$ cat src/logic/ref_pkg.sv
package ref_pkg;

    // ----------------------------------------------------------------
    // register map
    // ----------------------------------------------------------------
    localparam int           ADDR_W          = 12;
    localparam int           DATA_W          = 8;
    localparam logic [11:0]  ADDR_CTRL       = 12'h120;
    localparam logic [11:0]  ADDR_TS_DELAY   = 12'h123;
    localparam logic [11:0]  ADDR_SH_STATUS  = 12'h128;
    localparam logic [11:0]  ADDR_PHASE      = 12'h129;
    localparam logic [11:0]  ADDR_COUNT      = 12'h12A;
    localparam logic [11:0]  ADDR_IRQ_STAT   = 12'h12C;
    localparam logic [11:0]  ADDR_IRQ_MASK   = 12'h12D;
    localparam logic [11:0]  ADDR_SYNC_MODE  = 12'h1FF;

    // ----------------------------------------------------------------
    // field layout and reset values
    // ----------------------------------------------------------------
    localparam int           CTRL_CNT_CLR    = 6;
    localparam int           CTRL_MODE_LO    = 1;
    localparam int           MODE_W          = 2;
    localparam logic [1:0]   MODE_DISABLED   = 2'h0;
    localparam int           SYNC_TS_BIT     = 0;
    localparam int           TS_DELAY_W      = 7;
    localparam logic [6:0]   TS_DELAY_RST    = 7'h40;
    localparam logic [7:0]   CTRL_RST        = 8'h00;
    localparam logic [7:0]   STATUS_RST      = 8'h00;
    localparam int           NIB_W           = 4;
    localparam int           IRQ_W           = 2;
    localparam int           IRQ_CAPTURE     = 0;
    localparam int           IRQ_WRAP        = 1;

    // ----------------------------------------------------------------
    // capture and timing
    // ----------------------------------------------------------------
    localparam int           HIST_W          = 8;
    localparam int           EDGE_POS        = 4;
    localparam int           DELAY_DEPTH     = 128;
    localparam logic [3:0]   PHASE_STEP      = 4'h2;
    localparam int           SAMPLE_W        = 14;
    localparam logic [7:0]   COUNT_MAX       = 8'hFF;

endpackage

$ cat src/logic/bit_sync.sv
`timescale 1ns/1ps
// two flip-flop synchroniser for one asynchronous level
module bit_sync (
    // clock and reset
    input  wire logic clk,
    input  wire logic nrst,
    // level in and out
    input  wire logic async_in,
    output logic      sync_out
);
    logic meta_ff;
    logic sync_ff;

    // first stage feeds only the second
    always_ff @(posedge clk or negedge nrst) begin
        if (!nrst) begin
            meta_ff <= 1'b0;
            sync_ff <= 1'b0;
        end else begin
            meta_ff <= async_in;
            sync_ff <= meta_ff;
        end
    end

    assign sync_out = sync_ff;
endmodule

$ cat src/logic/pulse_delay_line.sv
`timescale 1ns/1ps
// delays a one-cycle pulse by a programmable number of cycles
module pulse_delay_line
    import ref_pkg::*;
(
    // clock and reset
    input  wire logic                  clk,
    input  wire logic                  nrst,
    // pulse and delay
    input  wire logic                  pulse_in,
    input  wire logic [TS_DELAY_W-1:0] delay,
    output logic                       pulse_out
);
    logic                  tap_ff [DELAY_DEPTH];
    logic                  out_ff;

    // shift chain, one stage per sample clock
    always_ff @(posedge clk or negedge nrst) begin
        if (!nrst) begin
            for (int i = 0; i < DELAY_DEPTH; i++) begin
                tap_ff[i] <= 1'b0;
            end
        end else begin
            tap_ff[0] <= pulse_in;
            for (int i = 1; i < DELAY_DEPTH; i++) begin
                tap_ff[i] <= tap_ff[i-1];
            end
        end
    end

    // tap select, zero delay takes the input directly
    always_ff @(posedge clk or negedge nrst) begin
        if (!nrst) begin
            out_ff <= 1'b0;
        end else if (delay == '0) begin
            out_ff <= pulse_in;
        end else begin
            out_ff <= tap_ff[delay - 7'h01];
        end
    end

    assign pulse_out = out_ff;
endmodule

$ cat src/logic/sysref_capture_monitor.sv
// Local design decision: the strobed register port.
`timescale 1ns/1ps
// Operation
// - timestamp delay programmable 0..127, resets 64
// - latch divider phase at capture, read-only
// - phase coded in half input-clock steps
// - eight-bit counter counts captured events
// - control bit 6 clears event counter
// - counter wraps 255 to zero
// - setup and hold nibbles, read-only, reset zero
// - timestamp mode marks sample, no divider reset
module sysref_capture_monitor
    import ref_pkg::*;
(
    // clock and reset
    input  wire logic                clk,
    input  wire logic                nrst,
    // reference pin and sample stream
    input  wire logic                sysref_in,
    input  wire logic [SAMPLE_W-1:0] sample_in,
    output logic      [SAMPLE_W:0]   word_out,
    // register port
    input  wire logic [ADDR_W-1:0]   addr,
    input  wire logic [DATA_W-1:0]   wr_data,
    input  wire logic                wr_en,
    input  wire logic                rd_en,
    output logic      [DATA_W-1:0]   rd_data,
    // interrupt
    output logic                     irq
);

    // ----------------------------------------------------------------
    // declarations
    // ----------------------------------------------------------------
    logic                  ref_sync;
    logic [HIST_W-1:0]     hist_ff;
    logic                  cap;
    logic [7:0]            ctrl_ff;
    logic [TS_DELAY_W-1:0] delay_ff;
    logic                  ts_mode_ff;
    logic [NIB_W-1:0]      setup_ff;
    logic [NIB_W-1:0]      hold_ff;
    logic [NIB_W-1:0]      div_phase_ff;
    logic [NIB_W-1:0]      phase_ff;
    logic [7:0]            count_ff;
    logic [IRQ_W-1:0]      irq_stat_ff;
    logic [IRQ_W-1:0]      irq_mask_ff;
    logic [IRQ_W-1:0]      irq_evt;
    logic                  irq_ff;
    logic [DATA_W-1:0]     rd_data_ff;
    logic [DATA_W-1:0]     nxt_rd_data;
    logic                  mark_dly;
    logic [SAMPLE_W:0]     word_ff;
    logic                  cnt_clr;
    logic                  enabled;

    // ----------------------------------------------------------------
    // capture
    // ----------------------------------------------------------------

    // reference pin through two flip-flops
    bit_sync u_ref_sync (
        .clk      (clk),
        .nrst     (nrst),
        .async_in (sysref_in),
        .sync_out (ref_sync)
    );

    // sample history, newest at bit 0
    always_ff @(posedge clk or negedge nrst) begin
        if (!nrst) begin
            hist_ff <= '0;
        end else begin
            hist_ff <= {hist_ff[HIST_W-2:0], ref_sync};
        end
    end

    assign enabled = ctrl_ff[CTRL_MODE_LO +: MODE_W] != MODE_DISABLED;
    assign cnt_clr = ctrl_ff[CTRL_CNT_CLR];
    // rising edge seen mid-history, so samples both sides are known
    assign cap     = enabled && !hist_ff[EDGE_POS] && hist_ff[EDGE_POS-1];

    // setup nibble is before the edge, hold nibble after it
    always_ff @(posedge clk or negedge nrst) begin
        if (!nrst) begin
            setup_ff <= '0;
            hold_ff  <= '0;
        end else if (cap) begin
            setup_ff <= hist_ff[HIST_W-1:EDGE_POS];
            hold_ff  <= hist_ff[EDGE_POS-1:0];
        end
    end

    // ----------------------------------------------------------------
    // divider phase
    // ----------------------------------------------------------------

    // divider phase in half input-clock units
    always_ff @(posedge clk or negedge nrst) begin
        if (!nrst) begin
            div_phase_ff <= '0;
        end else if (cap && !ts_mode_ff) begin
            div_phase_ff <= '0;
        end else begin
            div_phase_ff <= div_phase_ff + PHASE_STEP;
        end
    end

    // snapshot of the divider at capture
    always_ff @(posedge clk or negedge nrst) begin
        if (!nrst) begin
            phase_ff <= '0;
        end else if (cap) begin
            phase_ff <= div_phase_ff;
        end
    end

    // ----------------------------------------------------------------
    // event counter
    // ----------------------------------------------------------------

    // clear dominates, otherwise count and wrap
    always_ff @(posedge clk or negedge nrst) begin
        if (!nrst) begin
            count_ff <= '0;
        end else if (cnt_clr) begin
            count_ff <= '0;
        end else if (cap) begin
            count_ff <= count_ff + 8'h01;
        end
    end

    // ----------------------------------------------------------------
    // timestamp mark
    // ----------------------------------------------------------------

    // mark travels the programmed delay
    pulse_delay_line u_delay (
        .clk       (clk),
        .nrst      (nrst),
        .pulse_in  (cap && ts_mode_ff),
        .delay     (delay_ff),
        .pulse_out (mark_dly)
    );

    // output word carries the mark as its top bit
    always_ff @(posedge clk or negedge nrst) begin
        if (!nrst) begin
            word_ff <= '0;
        end else begin
            word_ff <= {mark_dly, sample_in};
        end
    end

    // ----------------------------------------------------------------
    // registers
    // ----------------------------------------------------------------

    // writable registers
    always_ff @(posedge clk or negedge nrst) begin
        if (!nrst) begin
            ctrl_ff     <= CTRL_RST;
            delay_ff    <= TS_DELAY_RST;
            ts_mode_ff  <= 1'b0;
            irq_mask_ff <= '0;
        end else if (wr_en) begin
            unique case (addr)
                ADDR_CTRL:      ctrl_ff     <= wr_data;
                ADDR_TS_DELAY:  delay_ff    <= wr_data[TS_DELAY_W-1:0];
                ADDR_SYNC_MODE: ts_mode_ff  <= wr_data[SYNC_TS_BIT];
                ADDR_IRQ_MASK:  irq_mask_ff <= wr_data[IRQ_W-1:0];
                default: ;
            endcase
        end
    end

    // events for the sticky status
    assign irq_evt = {cap && !cnt_clr && count_ff == COUNT_MAX, cap};

    // sticky status, read clears, a new event wins
    always_ff @(posedge clk or negedge nrst) begin
        if (!nrst) begin
            irq_stat_ff <= '0;
        end else if (rd_en && addr == ADDR_IRQ_STAT) begin
            irq_stat_ff <= irq_evt;
        end else begin
            irq_stat_ff <= irq_stat_ff | irq_evt;
        end
    end

    // level interrupt from unmasked status
    always_ff @(posedge clk or negedge nrst) begin
        if (!nrst) begin
            irq_ff <= 1'b0;
        end else begin
            irq_ff <= |(irq_stat_ff & irq_mask_ff);
        end
    end

    // read decode, unmapped reads give zero
    always_comb begin
        nxt_rd_data = '0;
        if (rd_en) begin
            unique case (addr)
                ADDR_CTRL:      nxt_rd_data = ctrl_ff;
                ADDR_TS_DELAY:  nxt_rd_data = {1'b0, delay_ff};
                ADDR_SH_STATUS: nxt_rd_data = {hold_ff, setup_ff};
                ADDR_PHASE:     nxt_rd_data = {4'h0, phase_ff};
                ADDR_COUNT:     nxt_rd_data = count_ff;
                ADDR_IRQ_STAT:  nxt_rd_data = {6'h00, irq_stat_ff};
                ADDR_IRQ_MASK:  nxt_rd_data = {6'h00, irq_mask_ff};
                ADDR_SYNC_MODE: nxt_rd_data = {7'h00, ts_mode_ff};
                default:        nxt_rd_data = '0;
            endcase
        end
    end

    // read data stands one cycle only
    always_ff @(posedge clk or negedge nrst) begin
        if (!nrst) begin
            rd_data_ff <= '0;
        end else begin
            rd_data_ff <= nxt_rd_data;
        end
    end

    assign rd_data  = rd_data_ff;
    assign irq      = irq_ff;
    assign word_out = word_ff;

    // ----------------------------------------------------------------
    // assertions
    // ----------------------------------------------------------------

    delay_zero_mark_a: assert property (
        @(posedge clk) disable iff (!nrst)
        (cap && ts_mode_ff && delay_ff == '0 && !$past(cap)) |-> ##2 word_ff[SAMPLE_W])
        else $error("mark missing two cycles after zero-delay capture");

    phase_latch_a: assert property (
        @(posedge clk) disable iff (!nrst)
        cap |=> phase_ff == $past(div_phase_ff))
        else $error("divider phase not latched at capture");

    phase_step_a: assert property (
        @(posedge clk) disable iff (!nrst)
        ##1 !$past(cap) |-> div_phase_ff == $past(div_phase_ff) + PHASE_STEP)
        else $error("divider phase did not advance one input clock");

    count_inc_a: assert property (
        @(posedge clk) disable iff (!nrst)
        (cap && !cnt_clr && count_ff != COUNT_MAX) |=> count_ff == $past(count_ff) + 8'h01)
        else $error("counter did not count a capture");

    count_clr_a: assert property (
        @(posedge clk) disable iff (!nrst)
        cnt_clr |=> count_ff == '0)
        else $error("counter not cleared by control bit");

    count_wrap_a: assert property (
        @(posedge clk) disable iff (!nrst)
        (cap && !cnt_clr && count_ff == COUNT_MAX) |=> count_ff == '0 && irq_stat_ff[IRQ_WRAP])
        else $error("counter did not wrap to zero");

    setup_hold_a: assert property (
        @(posedge clk) disable iff (!nrst)
        cap |=> {setup_ff, hold_ff} == $past(hist_ff))
        else $error("setup and hold not taken at capture");

    sync_div_reset_a: assert property (
        @(posedge clk) disable iff (!nrst)
        (cap && !ts_mode_ff) |=> div_phase_ff == '0 ##1 !mark_dly)
        else $error("sync mode capture misbehaved");

    status_steady_a: assert property (
        @(posedge clk) disable iff (!nrst)
        !cap |=> $stable(setup_ff) && $stable(hold_ff) && $stable(phase_ff))
        else $error("capture status changed between captures");

    irq_level_a: assert property (
        @(posedge clk) disable iff (!nrst)
        ##1 irq_ff == |($past(irq_stat_ff) & $past(irq_mask_ff)))
        else $error("interrupt does not follow masked status");

    rd_one_cycle_a: assert property (
        @(posedge clk) disable iff (!nrst)
        !rd_en |=> rd_data_ff == '0)
        else $error("read data stood past its cycle");

    stat_sticky_a: assert property (
        @(posedge clk) disable iff (!nrst)
        (irq_stat_ff[IRQ_CAPTURE] && !(rd_en && addr == ADDR_IRQ_STAT))
            |=> irq_stat_ff[IRQ_CAPTURE])
        else $error("capture status bit lost before its read");

    count_ro_a: assert property (
        @(posedge clk) disable iff (!nrst)
        (wr_en && addr == ADDR_COUNT && !cap && !cnt_clr) |=> $stable(count_ff))
        else $error("write reached the read-only counter");

    cap_ts_c:   cover property (@(posedge clk) disable iff (!nrst) cap && ts_mode_ff);
    cap_sync_c: cover property (@(posedge clk) disable iff (!nrst) cap && !ts_mode_ff);
    wrap_c:     cover property (@(posedge clk) disable iff (!nrst) irq_stat_ff[IRQ_WRAP]);
    mark_c:     cover property (@(posedge clk) disable iff (!nrst) word_ff[SAMPLE_W]);

endmodule

$ cat config.mk
export PLATFORM = sky130hd
export DESIGN_NAME = sysref_capture_monitor
export DESIGN_NICKNAME = d
export VERILOG_FILES = /design/src/logic/ref_pkg.sv /design/src/logic/bit_sync.sv /design/src/logic/pulse_delay_line.sv /design/src/logic/sysref_capture_monitor.sv
export SDC_FILE = /design/constraint.sdc
export NUM_CORES = 1
export LEC_CHECK = 0
export ABC_AREA = 0
export BUFFER_PORTS_ARGS = -buffer_cell sky130_fd_sc_hd__clkbuf_2
export CAP_MARGIN = 20
export CORE_MARGIN = 8
export CORE_UTILIZATION = 53
export CTS_BUF_LIST = sky130_fd_sc_hd__clkbuf_4
export DETAILED_ROUTE_END_ITERATION = 8
export PLACE_DENSITY = 0.8
export SLEW_MARGIN = 10
export SYNTH_ARGS = -nofsm -noshare
export SYNTH_HDL_FRONTEND = slang
export SYNTH_SLANG_ARGS = --single-unit
$ cat constraint.sdc
create_clock -name clk -period 2.92 [get_ports clk]
set_input_delay 0.584 -clock clk [delete_from_list [all_inputs] [get_ports clk]]
set_output_delay 0.584 -clock clk [all_outputs]
set_load 0.005 [all_outputs]
==> results.yml <==
logic_synthesis:
  synth.lib_cells_used.distinct: 60
  synth_seq_cells: 205
  async_flop_share: 1.00
  ys.warnings.count: 0
  synthesis.nets: 528
  cell_area_after_synthesis_um2: 7520
  seq_area_frac_synth: 0.682
  ys.flop_type: "sky130_fd_sc_hd__dfrtp_1"
  synth_enable_flop_cells: 0
  post_synth.cell_area_avg_um2: 15.5
  synth_cells: 485
setup_path:
  critPathKind: "reg -> reg"
  startpoint_type: "flip-flop"
  path_max_fanout: 32
  worst_r2r_startpoint: "delay_ff[1]"
  arrival_time_worst_endpoint_ns: 3.10
  cp_cell_sequence: "inv_1 > ha_1 > buf_12 > mux4_2 > and3_2 > a2111oi_0 > nor3b_1 > a31oi_1 > a22oi_2"
  critPathCaptureType: "flip-flop"
  timing.reg2reg.worst_path_depth: 9
  path_delay_family: "compound AO/OA/AOI/OAI gates"
  worst_setup_path_startpoint: "delay_ff[1]"
  worst-path-stages: 9
  worst_path_max_delay_cell: "sky130_fd_sc_hd__dfrtp_1"
  path_buf_inv: 2
  cp_data_required_time_ns: 3.45
  critPathMaxStageDelay_ns: 0.48
power_and_ir_drop:
  power_leakage_nw: 4.36
  p_sw_frac: 0.227
  combPwrFrac: 0.036
  clock_network_power_share: 0.430
  power.share.sequential: 0.534
  internal_power_mw: 4.20
  peakVddDrop_mv: 0.363
  power.switching_mw: 1.23
  powerDensity_nw_per_um2: 616
global_route:
  global_route_wire_length_before_repair_mm: 24.9
  pin_count_of_the_biggest_net_entering_global_routing: 80
  grt_overflow_total: 0
  grt_usage: 0.173
  antenna_found_initial: 2
  vias_in_the_first_global_route: 4927
floorplanning:
  core.rowCount: 43
  chipWidth_um: 135
  die_h_um: 135
  die_area_um2: 18300
  floorplan.initialDensity: 0.542
  io_pins: 63
  floorplan.core_area_um2: 13900
timing:
  finClkSkew_ns: 0.0423
  max_freq_mhz: 390
  setup_repair_after_global_routing_missed_its_margin: "no"
  timing.final.crit_period_ns: 2.56
  fin_hold_ws_ns: 0.0597
  finalHoldViolations: 0
  final-setup-viol-count: 0
  slew_headroom: 0.597
  tns_ns: 0
  layout_worst_path_cycle_share: 0.877
  worst_slew_pin_slew_ns: 0.600
  slew_viols_final: 0
clocking:
  cts-hold-fix-buffers: 10
  htreeDepth: 2
  clk_root_buffer_cell: "sky130_fd_sc_hd__clkbuf_4"
  cts.repair.resized: 0
  numCtsBuffers: 50
  insertion_delay_ns: 0.65
  cts_setup_buffers: 0
  clk_pin_slew_ns: 0.07
  cts_buffer_depth: 3
  clock_tree_from_tritoncts: "built"
  clock_sinks: 205
route:
  vias_per_cell: 5.64
  drt-wirelength-per-cell_um: 18.4
  post-route-drc-count: 0
  number_of_vias_in_the_routed_layout: 4635
  drt_iter0_markers: 558
  ant_nets: 0
  postRouteWirelength_mm: 15.1
  drt_pre_antenna_iters: 8
flow_run:
  max-cap-violations: 0
min_path:
  hold-path-cell-count: 1
  min-delay-start: "sample_in[12]"
  type_of_the_worst_min_delay_path: "in -> reg"
outcome:
  run_status: "complete, no violations"
final_layout:
  finish.net_count: 644
  area_growth_syn_to_layout_pct: 17.3
  fraction_of_final_layout_cells_sized_beyond_drive_strength_1: 0.349
place:
  dp_hpwl_mm: 9.98
  port_buffers: 62
  routabilityCongestion: 0.907
## kinds of logic after synthesis
kind of cell / Yosys count / synth area share
DFF: 205 / 0.682
xor gates and xnor gates: 11 / 0.0128
muxes: 63 / 0.143
and+or+nand+nor: 126 / 0.0852
AOI/OAI and AO/OA: 52 / 0.0517
buffers and inverters: 24 / 0.0183
adders and majority gates: 4 / 0.00665
## Yosys cell counts, types with 3 or more instances
cell                        instances  area (um2)
sky130_fd_sc_hd__a2111oi_0          4        35.0
sky130_fd_sc_hd__a21oi_1            8        40.0
sky130_fd_sc_hd__a222oi_1           7        70.1
sky130_fd_sc_hd__a22oi_1            3        22.5
sky130_fd_sc_hd__a31oi_1            3        18.8
sky130_fd_sc_hd__and2_1             4        25.0
sky130_fd_sc_hd__buf_2              5        25.0
sky130_fd_sc_hd__buf_4              3        22.5
sky130_fd_sc_hd__buf_6              4        45.0
sky130_fd_sc_hd__clkbuf_1           8        30.0
sky130_fd_sc_hd__dfrtp_1          204        5100
sky130_fd_sc_hd__ha_1               4        50.1
sky130_fd_sc_hd__inv_1              4        15.0
sky130_fd_sc_hd__mux2_2            22         248
sky130_fd_sc_hd__mux2i_1            7        70.1
sky130_fd_sc_hd__mux4_2            32         721
sky130_fd_sc_hd__nand2_1           59         221
sky130_fd_sc_hd__nand3_1            4        20.0
sky130_fd_sc_hd__nand4_1            5        31.3
sky130_fd_sc_hd__nor2_1            20        75.1
sky130_fd_sc_hd__nor2b_1            3        18.8
sky130_fd_sc_hd__nor3_1             3        15.0
sky130_fd_sc_hd__nor3b_1            4        30.0
sky130_fd_sc_hd__nor4_1             3        18.8
sky130_fd_sc_hd__o21ai_0            8        40.0
sky130_fd_sc_hd__or3_1              5        31.3
sky130_fd_sc_hd__xnor2_1            5        43.8
sky130_fd_sc_hd__xor2_1             6        52.6
## metal layers
metal / wire [um] / vias to the layer above / share of wire / global-route usage
met5: 0 / - / 0 / 0
met4: 312 / 0 / 0.021 / 0.0820
met3: 1090 / 26 / 0.072 / 0.0472
met2: 7140 / 200 / 0.47 / 0.254
met1: 6570 / 2389 / 0.43 / 0.237
li1: - / 2020 / - / -
## metrics by stage
stage	utilization	cell area (um2)	std cells	total power [mW]	setup WS, ns
after global placement	0.581	8060	719	3.13	0.404
after detailed placement	0.581	8060	719	3.14	0.341
after CTS	0.635	8820	821	5.53	0.384
after floorplan	-	7520	485	3.02	0.0319
after global routing	0.635	8820	822	5.72	0.220
final	0.635	8820	822	5.44	0.359
## state kept, by name (all words and copies together), names as in the netlist, 3 cells and up
signal          cells
count_ff            8
ctrl_ff             8
delay_ff            7
div_phase_ff        3
hist_ff             8
hold_ff             4
phase_ff            3
rd_data             8
setup_ff            4
u_delay.tap_ff    128
word_out           15
## cells in the final DEF, fill, tap and decap left out, types with 6 or more instances in the layout
master and n:
sky130_fd_sc_hd__dlygate4sd3_1 10, sky130_fd_sc_hd__a21oi_1 8, sky130_fd_sc_hd__clkinv_1 9, sky130_fd_sc_hd__mux4_2 32, sky130_fd_sc_hd__clkbuf_4 80, sky130_fd_sc_hd__nor2_1 20
sky130_fd_sc_hd__nand2_1 59, sky130_fd_sc_hd__o21ai_0 8, sky130_fd_sc_hd__buf_4 10, sky130_fd_sc_hd__dfrtp_1 203, sky130_fd_sc_hd__xor2_1 6, sky130_fd_sc_hd__clkbuf_2 61
sky130_fd_sc_hd__mux2_2 22, sky130_fd_sc_hd__mux2i_1 7, sky130_fd_sc_hd__a222oi_1 7
## path summary, 6_finish.rpt
path                                       end  slack, ns
max                          u_delay.pulse_out       0.36
min in group asynchronous   u_delay.tap_ff[29]       0.46
max reg2reg                  u_delay.pulse_out       0.36
min reg2reg                u_ref_sync.sync_out       0.34
max in group asynchronous   u_delay.tap_ff[85]       1.60
min                               word_out[12]       0.06
## cell type report
class | count | area, um2
multi-input cells | 256 | 2250
inverters | 4 | 15.0
clock buffers | 80 | 601
repair buffers | 84 | 534
clock inverters | 12 | 56.3
fillers | 1029 | 5060
flip-flops and latches | 205 | 5130
well taps | 180 | 225
diodes | 1 | 2.50
## power groups by stage
stage	clock network [mW]	registers (mW)	logic, mW
5_1_grt	2.59	2.90	0.222
3_5_place_dp	0	2.96	0.188
3_3_place_gp	0	2.95	0.176
4_1_cts	2.42	2.90	0.199
6_report	2.34	2.90	0.194
2_1_floorplan	0	2.95	0.0669
(Power assumes the default switching activity.)
